**config.mk**
```make
export PLATFORM = sky130hd
export DESIGN_NAME = safe_state_output_control
export DESIGN_NICKNAME = d
export VERILOG_FILES = /design/src/safe_out_pkg.sv /design/src/safe_state_output_control.sv
export SDC_FILE = /design/constraint.sdc
export NUM_CORES = 2
export LEC_CHECK = 0
export BUFFER_PORTS_ARGS = -buffer_cell sky130_fd_sc_hd__buf_2
export CAP_MARGIN = 20
export CORE_MARGIN = 5
export CORE_UTILIZATION = 45
export DETAILED_ROUTE_END_ITERATION = 16
export SLEW_MARGIN = 10
export SYNTH_ARGS = -nofsm -noshare
export SYNTH_HDL_FRONTEND = slang
export SYNTH_SLANG_ARGS = --single-unit
```
**constraint.sdc**
```tcl
create_clock -name pclk -period 11.01 [get_ports pclk]
set_clock_uncertainty 0.15 [all_clocks]
set_input_delay 0.5505 -clock pclk [delete_from_list [all_inputs] [get_ports pclk]]
set_output_delay 0.5505 -clock pclk [all_outputs]
set_load 0.05 [all_outputs]
```
**src/safe_out_pkg.sv**
```systemverilog
// Purpose: shared constants and types of the safe-state output control
// Assumes: register index = parameter number, byte address = 4 * index
// Notes:   frequencies are unsigned 32-bit values in the same unit
package safe_out_pkg;

  localparam int NCH       = 5;   // four control outputs plus the relay
  localparam int NOUT      = 4;
  localparam int NPAIR     = 4;   // eight control inputs as four pairs
  localparam int IDX_W     = 8;
  localparam int DISC_W    = 16;
  localparam int AN_W      = 16;
  localparam int SPLIT_W   = 6;
  localparam int ST_W      = 5;

  // register indices
  localparam logic [IDX_W-1:0] IX_REF_SEL   = 8'h02; // 002
  localparam logic [IDX_W-1:0] IX_OUT_BASE  = 8'h29; // 041
  localparam logic [IDX_W-1:0] IX_OUT_STEP  = 8'h14; // 20 per output
  localparam logic [IDX_W-1:0] IX_REL_BASE  = 8'h79; // 121
  localparam logic [IDX_W-1:0] IX_COND_BASE = 8'h8d; // 141
  localparam logic [IDX_W-1:0] IX_INCFG     = 8'hba; // 186
  localparam logic [IDX_W-1:0] IX_DISC_TIME = 8'hbb; // 187
  localparam logic [IDX_W-1:0] IX_FAULT_SEL = 8'hd0;
  localparam logic [IDX_W-1:0] IX_APPLY     = 8'hd1;
  localparam logic [IDX_W-1:0] IX_STATUS    = 8'hd2;
  localparam logic [IDX_W-1:0] IX_MASK      = 8'hd3;
  localparam logic [IDX_W-1:0] IX_STATE     = 8'hd4;
  localparam logic [IDX_W-1:0] IX_HYST_OFS  = 8'h01;

  // fault injection codes
  localparam logic [1:0] FS_FORCE  = 2'h0;
  localparam logic [1:0] FS_NORMAL = 2'h1;
  localparam logic [1:0] FS_CLEAR  = 2'h2;
  localparam logic [1:0] FS_RST    = 2'h1;

  // switching condition fields
  localparam int COND_EN   = 0;
  localparam int COND_OVER = 1;
  localparam int COND_HOLD = 2;

  // status bits
  localparam int ST_ERR_SET    = 0;
  localparam int ST_ERR_CLR    = 1;
  localparam int ST_PROG_EXIT  = 2;
  localparam int ST_DISC       = 3;
  localparam int ST_RELAY_OPEN = 4;

  localparam logic [DISC_W-1:0] DISC_RST = 16'h0064;

  // millisecond tick for the discrepancy time
  localparam int TICK_NS       = 1000000;
  localparam int CLK_PERIOD_NS = 40;
  localparam int TICK_CYCLES   = TICK_NS / CLK_PERIOD_NS;

  typedef enum logic [1:0] {
    MODE_NORMAL,
    MODE_FORCED,
    MODE_CLEARED
  } err_mode_t;

  typedef struct packed {
    logic [31:0] point;
    logic [31:0] hyst;
    logic        en;
    logic        over;
    logic        hold;
  } ch_cfg_t;

  typedef struct packed {
    logic [1:0]         relay_closed;
    logic [NOUT-1:0]    ctl;
    logic [NOUT-1:0]    ctl_n;
    logic [SPLIT_W-1:0] split;
    logic [AN_W-1:0]    analog;
  } safe_out_t;

endpackage

```
**src/safe_state_output_control.sv**
```systemverilog
// Purpose: switching points, safe-state forcing and input discrepancy
// Assumes: apb slave on pclk, all inputs synchronous to pclk
// Notes:   one wait-free access phase; prdata loaded in the setup cycle
//
// The APB slave port and the placing of the registers were left to the implementer.
`timescale 1ns/1ps

module safe_state_output_control
  import safe_out_pkg::*;
#(
  parameter int TICK_DIV = TICK_CYCLES
) (
  input  wire logic                pclk,
  input  wire logic                presetn,
  input  wire logic                psel,
  input  wire logic                penable,
  input  wire logic                pwrite,
  input  wire logic [11:0]         paddr,
  input  wire logic [31:0]         pwdata,
  output logic      [31:0]         prdata,
  output logic                     pready,
  output logic                     pslverr,
  input  wire logic [31:0]         freq_one,
  input  wire logic [31:0]         freq_two,
  input  wire logic [AN_W-1:0]     analog_level,
  input  wire logic [SPLIT_W-1:0]  split_in,
  input  wire logic [2*NPAIR-1:0]  ctl_in,
  input  wire logic [2:0]          config_switch,
  input  wire logic                ext_error,
  output safe_out_t                safe_out,
  output logic                     normal_op,
  output logic                     irq
);

  logic [IDX_W-1:0]  idx;
  logic              setup_ph;
  logic              wr_acc;
  logic              prog_mode;
  logic              hit;
  logic              param_reg;
  logic [31:0]       rd_val;
  logic              ref_sel_r;
  logic [1:0]        fault_sel_r;
  logic [NPAIR-1:0]  incfg_r;
  logic [DISC_W-1:0] disc_time_r;
  logic [ST_W-1:0]   status_r;
  logic [ST_W-1:0]   mask_r;
  logic [ST_W-1:0]   ev;
  err_mode_t         mode_r;
  logic              disc_err_r;
  logic              apply;
  logic              err_w;
  logic              err_d_r;
  logic [2:0]        sw_d_r;
  logic [31:0]       fsel;
  logic [NCH-1:0]    act_r;
  logic [NPAIR-1:0]  disc_hit;
  logic [31:0]       tick_cnt_r;
  logic              tick;
  ch_cfg_t           cfg_r [NCH];
  logic [31:0]       ch_rd [NCH];
  logic [NCH-1:0]    ch_hit;

  assign idx      = paddr[IDX_W+1:2];
  assign setup_ph = psel & ~penable;
  assign wr_acc   = psel & penable & pwrite;
  assign pready   = psel & penable;
  assign prog_mode = ~(&config_switch);
  assign normal_op = (&config_switch) & ~err_w;
  assign fsel     = ref_sel_r ? freq_two : freq_one;

  // ms tick divider
  always_ff @(posedge pclk or negedge presetn) begin
    if (!presetn) begin
      tick_cnt_r <= 32'h0;
    end else if (tick) begin
      tick_cnt_r <= 32'h0;
    end else begin
      tick_cnt_r <= tick_cnt_r + 32'h1;
    end
  end
  assign tick = (tick_cnt_r == 32'(TICK_DIV - 1));

  // register decode and read mux
  always_comb begin
    hit = 1'b1;
    param_reg = 1'b1;
    rd_val = 32'h0;
    if (|ch_hit) begin
      for (int k = 0; k < NCH; k++) begin
        if (ch_hit[k]) begin
          rd_val = ch_rd[k];
        end
      end
    end else begin
      case (idx)
        IX_REF_SEL:   rd_val = {31'h0, ref_sel_r};
        IX_INCFG:     rd_val = {28'h0, incfg_r};
        IX_DISC_TIME: rd_val = {16'h0, disc_time_r};
        IX_FAULT_SEL: rd_val = {30'h0, fault_sel_r};
        IX_APPLY:     rd_val = 32'h0;
        IX_STATUS: begin
          rd_val = {27'h0, status_r};
          param_reg = 1'b0;
        end
        IX_MASK: begin
          rd_val = {27'h0, mask_r};
          param_reg = 1'b0;
        end
        IX_STATE: begin
          rd_val = {24'h0, disc_hit, disc_err_r, err_w, mode_r};
          param_reg = 1'b0;
        end
        default: begin
          hit = 1'b0;
          param_reg = 1'b0;
        end
      endcase
    end
  end

  // parameter writes only while in programming mode
  always_comb begin
    pslverr = 1'b0;
    if (psel & penable) begin
      pslverr = ~hit | (pwrite & param_reg & ~prog_mode);
    end
  end

  always_ff @(posedge pclk or negedge presetn) begin
    if (!presetn) begin
      prdata <= 32'h0;
    end else if (setup_ph & ~pwrite) begin
      prdata <= rd_val;
    end
  end
  logic wr_ok;
  assign wr_ok = wr_acc & ~pslverr;

  always_ff @(posedge pclk or negedge presetn) begin
    if (!presetn) begin
      ref_sel_r   <= 1'b0;
      fault_sel_r <= FS_RST;
      incfg_r     <= '0;
      disc_time_r <= DISC_RST;
    end else if (wr_ok) begin
      case (idx)
        IX_REF_SEL:   ref_sel_r   <= pwdata[0];
        IX_FAULT_SEL: fault_sel_r <= pwdata[1:0];
        IX_INCFG:     incfg_r     <= pwdata[NPAIR-1:0];
        IX_DISC_TIME: disc_time_r <= pwdata[DISC_W-1:0];
        default: ;
      endcase
    end
  end
  assign apply = wr_ok & (idx == IX_APPLY) & pwdata[0];

  // fault injection mode
  always_ff @(posedge pclk or negedge presetn) begin
    if (!presetn) begin
      mode_r <= MODE_NORMAL;
    end else if (apply) begin
      case (fault_sel_r)
        FS_FORCE: mode_r <= MODE_FORCED;
        FS_CLEAR: begin
          if (mode_r == MODE_FORCED) begin
            mode_r <= MODE_CLEARED;
          end
        end
        FS_NORMAL: begin
          if (mode_r != MODE_FORCED) begin
            mode_r <= MODE_NORMAL;
          end
        end
        default: ;
      endcase
    end
  end

  assign err_w = (mode_r == MODE_FORCED) | disc_err_r | ext_error;

  // per-channel switching points and conditions
  genvar gi;
  generate
    for (gi = 0; gi < NCH; gi++) begin : g_ch
      localparam logic [IDX_W-1:0] PIX = (gi < NOUT) ?
        IDX_W'(IX_OUT_BASE + IX_OUT_STEP * gi) : IX_REL_BASE;
      localparam logic [IDX_W-1:0] CIX = IDX_W'(IX_COND_BASE + gi);
      logic        p_sel;
      logic        h_sel;
      logic        c_sel;
      logic [31:0] lo;
      logic [32:0] hi;
      logic        set_c;
      logic        rel_c;
      assign p_sel = (idx == PIX);
      assign h_sel = (idx == PIX + IX_HYST_OFS);
      assign c_sel = (idx == CIX);
      assign ch_hit[gi] = p_sel | h_sel | c_sel;
      assign ch_rd[gi] = p_sel ? cfg_r[gi].point :
                         h_sel ? cfg_r[gi].hyst :
                         {29'h0, cfg_r[gi].hold, cfg_r[gi].over,
                          cfg_r[gi].en};
      always_ff @(posedge pclk or negedge presetn) begin
        if (!presetn) begin
          cfg_r[gi] <= '0;
        end else if (wr_ok & p_sel) begin
          cfg_r[gi].point <= pwdata;
        end else if (wr_ok & h_sel) begin
          cfg_r[gi].hyst <= pwdata;
        end else if (wr_ok & c_sel) begin
          cfg_r[gi].en   <= pwdata[COND_EN];
          cfg_r[gi].over <= pwdata[COND_OVER];
          cfg_r[gi].hold <= pwdata[COND_HOLD];
        end
      end
      // release thresholds with hysteresis
      assign lo = (cfg_r[gi].point > cfg_r[gi].hyst) ?
                  cfg_r[gi].point - cfg_r[gi].hyst : 32'h0;
      assign hi = {1'b0, cfg_r[gi].point} + {1'b0, cfg_r[gi].hyst};
      assign set_c = cfg_r[gi].over ? (fsel > cfg_r[gi].point)
                                    : (fsel < cfg_r[gi].point);
      assign rel_c = cfg_r[gi].over ? (fsel < lo)
                                    : ({1'b0, fsel} > hi);
      always_ff @(posedge pclk or negedge presetn) begin
        if (!presetn) begin
          act_r[gi] <= 1'b0;
        end else if (!cfg_r[gi].en) begin
          act_r[gi] <= 1'b0;
        end else if (set_c) begin
          act_r[gi] <= 1'b1;
        end else if (cfg_r[gi].hold) begin
          if (apply & (fault_sel_r == FS_CLEAR)) begin
            act_r[gi] <= 1'b0;
          end
        end else if (rel_c) begin
          act_r[gi] <= 1'b0;
        end
      end
    end
  endgenerate

  // two-pole input discrepancy, pairs must be antivalent
  genvar gj;
  generate
    for (gj = 0; gj < NPAIR; gj++) begin : g_pair
      logic [DISC_W-1:0] cnt_r;
      logic              illegal;
      assign illegal = incfg_r[gj] & (ctl_in[2*gj] == ctl_in[2*gj+1]);
      always_ff @(posedge pclk or negedge presetn) begin
        if (!presetn) begin
          cnt_r <= '0;
        end else if (!illegal) begin
          cnt_r <= '0;
        end else if (tick & ~disc_hit[gj]) begin
          cnt_r <= cnt_r + 16'h1;
        end
      end
      assign disc_hit[gj] = illegal & (cnt_r > disc_time_r);
    end
  endgenerate

  always_ff @(posedge pclk or negedge presetn) begin
    if (!presetn) begin
      disc_err_r <= 1'b0;
    end else if (|disc_hit) begin
      disc_err_r <= 1'b1;
    end else if (apply & (fault_sel_r == FS_CLEAR)) begin
      disc_err_r <= 1'b0;
    end
  end

  // safe-state outputs
  always_ff @(posedge pclk or negedge presetn) begin
    if (!presetn) begin
      safe_out <= '0;
    end else if (err_w) begin
      safe_out.analog       <= '0;
      safe_out.relay_closed <= 2'h0;
      safe_out.ctl          <= '0;
      safe_out.ctl_n        <= '0;
      safe_out.split        <= '0;
    end else begin
      safe_out.analog       <= analog_level;
      safe_out.relay_closed <= {2{~act_r[NCH-1]}};
      safe_out.ctl          <= act_r[NOUT-1:0];
      safe_out.ctl_n        <= ~act_r[NOUT-1:0];
      safe_out.split        <= split_in;
    end
  end

  // events and interrupt
  always_ff @(posedge pclk or negedge presetn) begin
    if (!presetn) begin
      err_d_r <= 1'b0;
      sw_d_r  <= 3'h7;
    end else begin
      err_d_r <= err_w;
      sw_d_r  <= config_switch;
    end
  end

  always_comb begin
    ev = '0;
    ev[ST_ERR_SET]    = err_w & ~err_d_r;
    ev[ST_ERR_CLR]    = ~err_w & err_d_r;
    ev[ST_PROG_EXIT]  = config_switch[2] & ~sw_d_r[2] &
                        (&config_switch[1:0]);
    ev[ST_DISC]       = |disc_hit & ~disc_err_r;
    ev[ST_RELAY_OPEN] = (err_w | act_r[NCH-1]) &
                        ~(err_d_r | safe_out.relay_closed == 2'h0);
  end

  always_ff @(posedge pclk or negedge presetn) begin
    if (!presetn) begin
      status_r <= '0;
      mask_r   <= '0;
    end else begin
      if (wr_ok & (idx == IX_STATUS)) begin
        status_r <= (status_r & ~pwdata[ST_W-1:0]) | ev;
      end else begin
        status_r <= status_r | ev;
      end
      if (wr_ok & (idx == IX_MASK)) begin
        mask_r <= pwdata[ST_W-1:0];
      end
    end
  end

  assign irq = |(status_r & mask_r);
endmodule

```
==> results.sh <==
export IMPL_die_w_um=354
export IMPL_gp_congestion=0.952
export IMPL_cp_max_fo=5
export IMPL_path_cells="inv_1 > ha_1 > nor2b_1 > o21ai_0 > a21boi_0 > o41ai_1 > o21ai_0 > o31ai_1 > o21ai_0 > a221oi_1 > xnor2_1 > nand2_1 > ha_1 > nand2_1 > nor4_1 > nand2_1 > a2111oi_0 > o32a_1 > o31a_1"
export IMPL_cp_slowest_stage_delay_ps=1010
export IMPL_grt_pass1_wl_um=282000
export IMPL_filler_cell_count=11400
export IMPL_cts_sink_count=537
export IMPL_p_sw_mw=1.65
export IMPL_instances_no_fill=7788
export IMPL_cp_slowest_cell="a2111oi_0"
export IMPL_yosysUniqueCellTypes=98
export IMPL_io_buffer_count=210
export IMPL_drt_initial_drc_count=3876
export IMPL_fin_tns_setup_ps=0
export IMPL_synth_mux_area_share_pct=8.94
export IMPL_maxCapViolCount=0
export IMPL_synth_top_family_by_area="adder cells"
export IMPL_vias=46700
export IMPL_crit_type="reg -> reg"
export IMPL_pin_count=215
export IMPL_critPathArrivalTime_ps=7290
export IMPL_worst_ep_required_time_ps=11450
export IMPL_cts_made_buffers=69
export IMPL_clock_power_share_pct=44.5
export IMPL_p_comb_share_pct=18.2
export IMPL_final_area_um2=58500
export IMPL_hp_class="in -> reg"
export IMPL_ctsResizeCount=0
export IMPL_place_area_um2=55800
export IMPL_avgSynthCellArea_um2=8.76
export IMPL_via_per_inst=6.00
export IMPL_area_growth_pct=9.47
export IMPL_min_period_over_period_pct=62.2
export IMPL_synth_edff_count=0
export IMPL_ant_nets=0
export IMPL_p_leak_nw=27.2
export IMPL_grt_remaining_overflow=0
export IMPL_layout_drive_gt1_share_pct=13.4
export IMPL_h_tree_depth=3
export IMPL_postCtsSetupBuffers=0
export IMPL_ys_warn_count=0
export IMPL_yosys_most_used_dff="dfrtp_1"
export IMPL_grt_usage_pct=29.0
export IMPL_grt_max_degree=157
export IMPL_end_kind="register"
export IMPL_cts_tree="yes"
export IMPL_ir_drop_mv=0.115
export IMPL_synth_compound_area_share_pct=19.0
export IMPL_synth_fa_ha_area_share_pct=20.7
export IMPL_finalHoldViolCount=0
export IMPL_yosysSeqAreaShare_pct=25.2
export IMPL_wl_per_cell_um=24.1
export IMPL_wl_um=188000
export IMPL_seqPwrFrac_pct=37.3
export IMPL_initial_core_util_pct=45.3
export IMPL_synth_xor_area_share_pct=5.72
export IMPL_cts_clk_slew_worst_paths_ps=60
export IMPL_syn_num_nets=7123
export IMPL_crit_family="compound AO/OA/AOI/OAI gates"
export IMPL_crit_buf_inv=1
export IMPL_yosys_area_share_simple_pct=14.8
export IMPL_worst_pin_slew_ps=1150
export IMPL_clock_insertion_delay_worst_skew_ps=660
export IMPL_die_h_um=354
export IMPL_max_freq_mhz=146
export IMPL_drc=0
export IMPL_p_per_area_nw_per_um2=92.6
export IMPL_cts_max_path_buffers=3
export IMPL_startpoint_type="register"
export IMPL_core_um2=118000
export IMPL_fin_crit_ps=6850
export IMPL_p_int_mw=3.77
export IMPL_synth_seq_cells=537
export IMPL_dp_cells=7626
export IMPL_maxSlewHeadroom_pct=22.5
export IMPL_rsz0062_at_grt="no"
export IMPL_swShare_pct=30.4
export IMPL_setup_viol=0
export IMPL_grt_pass1_vias=45000
export IMPL_finish_net_count=7212
export IMPL_async_flop_share_pct=100
export IMPL_dr_pass1_iters=6
export IMPL_outcome="completed"
export IMPL_design_die_area_um2=126000
export IMPL_grt_antenna_before_repair=15
export IMPL_final_max_slew_viol_count=0
export IMPL_synth_cells=6099
export IMPL_cts_root_buf="clkbuf_16"
export IMPL_dp_hpwl_um=148000
export IMPL_synth_area_um2=53400
export IMPL_placementRows=126
## worst reg2reg max path, delay by kind of cell, from the launching register on
kind,cells,cell delay [ps]
fa+ha+maj,2,600
buf+inv,1,160
flops,1,400
simple gates,5,1030
compound gates,10,4270
xor+xnor,1,190
## path summary, 6_finish.rpt
check | startpoint | end | slack [ps] | cells after the start
min in group asynchronous | presetn | safe_out[9]$_DFF_PN0_ | 380 | 2
worst min-delay path | config_switch[1] | status_r[2]$_DFF_PN0_ | 120 | 3
worst max-delay path | cfg_r[71]$_DFFE_PN0P_ | act_r[3]$_DFFE_PN0P_ | 4160 | 19
max in group asynchronous | presetn | cfg_r[85]$_DFFE_PN0P_ | 8030 | 4
worst max register to register | cfg_r[71]$_DFFE_PN0P_ | act_r[3]$_DFFE_PN0P_ | 4160 | 19
worst min register to register | act_r[3]$_DFFE_PN0P_ | safe_out[25]$_DFF_PN0_ | 310 | 1
## timing repair
item,in CTS,in global routing
hold buffers,24,0
setup endpoints to repair,0,0
hold endpoints to repair,122,0
## state kept, by name, indices dropped and copies added, names as in the netlist
| signal | cells |
|---|---|
| act_r | 5 |
| incfg_r | 4 |
| g_pair.cnt_r | 64 |
| safe_out | 31 |
| disc_time_r | 16 |
| mode_r | 2 |
| fault_sel_r | 2 |
| ref_sel_r | 1 |
| tick_cnt_r | 32 |
| cfg_r | 335 |
| disc_err_r | 1 |
| status_r | 5 |
| mask_r | 5 |
| err_d_r | 1 |
| sw_d_r | 1 |
| prdata | 32 |
## Yosys cell counts (15+ instances only)
master	instances	area share, %
a211oi_1	40	0.56
a21o_1	224	3.1
a21oi_1	418	3.9
a221o_1	16	0.30
a221oi_1	45	0.74
a222oi_1	32	0.60
a22oi_1	23	0.32
a31oi_1	36	0.42
and2_1	37	0.43
and3_1	46	0.54
buf_1	22	0.15
buf_2	47	0.44
clkbuf_1	192	1.3
dfrtp_1	532	25
ha_1	867	20
inv_1	505	3.5
mux2_2	388	8.2
mux2i_1	27	0.51
nand2_1	407	2.9
nand2b_1	59	0.69
nand3_1	106	0.99
nand3b_1	17	0.24
nand4_1	138	1.6
nor2_1	426	3.0
nor2b_1	93	1.1
nor3_1	124	1.2
nor4_1	52	0.61
o211ai_1	40	0.56
o21a_1	50	0.70
o21ai_0	249	2.3
o21bai_1	86	1.2
o221ai_1	40	0.66
o22ai_1	23	0.27
o31ai_1	34	0.48
o41ai_1	17	0.28
or2_2	15	0.18
or3_1	34	0.40
xnor2_1	290	4.8
xor2_1	59	0.97
## per-layer routing
| metal | routed length (um) | share of wire [%] | vias to the layer above | GRT usage (%) |
|---|---|---|---|---|
| met5 | 42 | 0.022 | - | 0 |
| met4 | 6690 | 3.6 | 8 | 9.51 |
| met3 | 13500 | 7.2 | 274 | 4.61 |
| met2 | 82900 | 44 | 1540 | 45.9 |
| met1 | 84900 | 45 | 22700 | 40.5 |
| li1 | - | - | 22200 | - |
## metrics by stage
step | worst slack [ps] | utilization, % | power [mW] | hold slack [ps]
4_1_cts | 4420 | 49.5 | 5.44 | 76.6
6_report | 4160 | 49.6 | 5.41 | 118
3_5_place_dp | 4480 | 47.3 | 3.01 | 302
2_1_floorplan | 6040 | - | 2.67 | 105
3_3_place_gp | 4510 | 47.3 | 2.99 | 299
5_1_grt | 3920 | 49.6 | 5.63 | 137
## placed cells by master, fill, tap and decap left out, drive strengths merged, types with 23 or more instances in the layout
| master | instances |
|---|---|
| nand2 | 411 |
| o21a | 50 |
| o211ai | 40 |
| clkbuf | 94 |
| buf | 259 |
| dlygate4sd3 | 24 |
| nor3 | 124 |
| o21ai | 253 |
| and2 | 37 |
| mux2i | 27 |
| xor2 | 59 |
| a222oi | 32 |
| mux2 | 399 |
| a211oi | 40 |
| o221ai | 40 |
| a21o | 224 |
| a221oi | 45 |
| o21bai | 86 |
| and3 | 46 |
| nand2b | 60 |
| dfrtp | 532 |
| a22oi | 23 |
| nand3 | 106 |
| o31ai | 34 |
| xnor2 | 290 |
| nor4 | 53 |
| inv | 511 |
| a21oi | 419 |
| or3 | 34 |
| nor2b | 93 |
| a31oi | 36 |
| nor2 | 427 |
| o22ai | 23 |
| nand4 | 139 |
| ha | 867 |
## cell families after synthesis
kind of cell | after synthesis
xor+xnor | 349
fa+ha+maj | 877
mux | 426
flops | 537
compound gates | 1517
simple gates | 1619
buf+inv | 774
## area by class of cell
cell class                 count  area [um^2]  area share [%]
tap                         1536         1920            3.29
multi-input combinational   4788        37000            63.4
timing repair buffer         285         1720            2.95
inverter                     507         1900            3.26
clock buffer                  92         1980            3.39
antenna                       10         25.0          0.0428
sequential                   537        13400            23.0
clock inverter                33          409           0.700
## power by group through the flow
stage / Clock, mW / Combinational, mW / Sequential [mW]
2_1_floorplan: 0 / 0.580 / 2.09
3_5_place_dp: 0 / 0.955 / 2.05
6_report: 2.41 / 0.986 / 2.02
3_3_place_gp: 0 / 0.943 / 2.05
4_1_cts: 2.45 / 0.970 / 2.02
5_1_grt: 2.53 / 1.08 / 2.02
(Power assumes the default switching activity.)
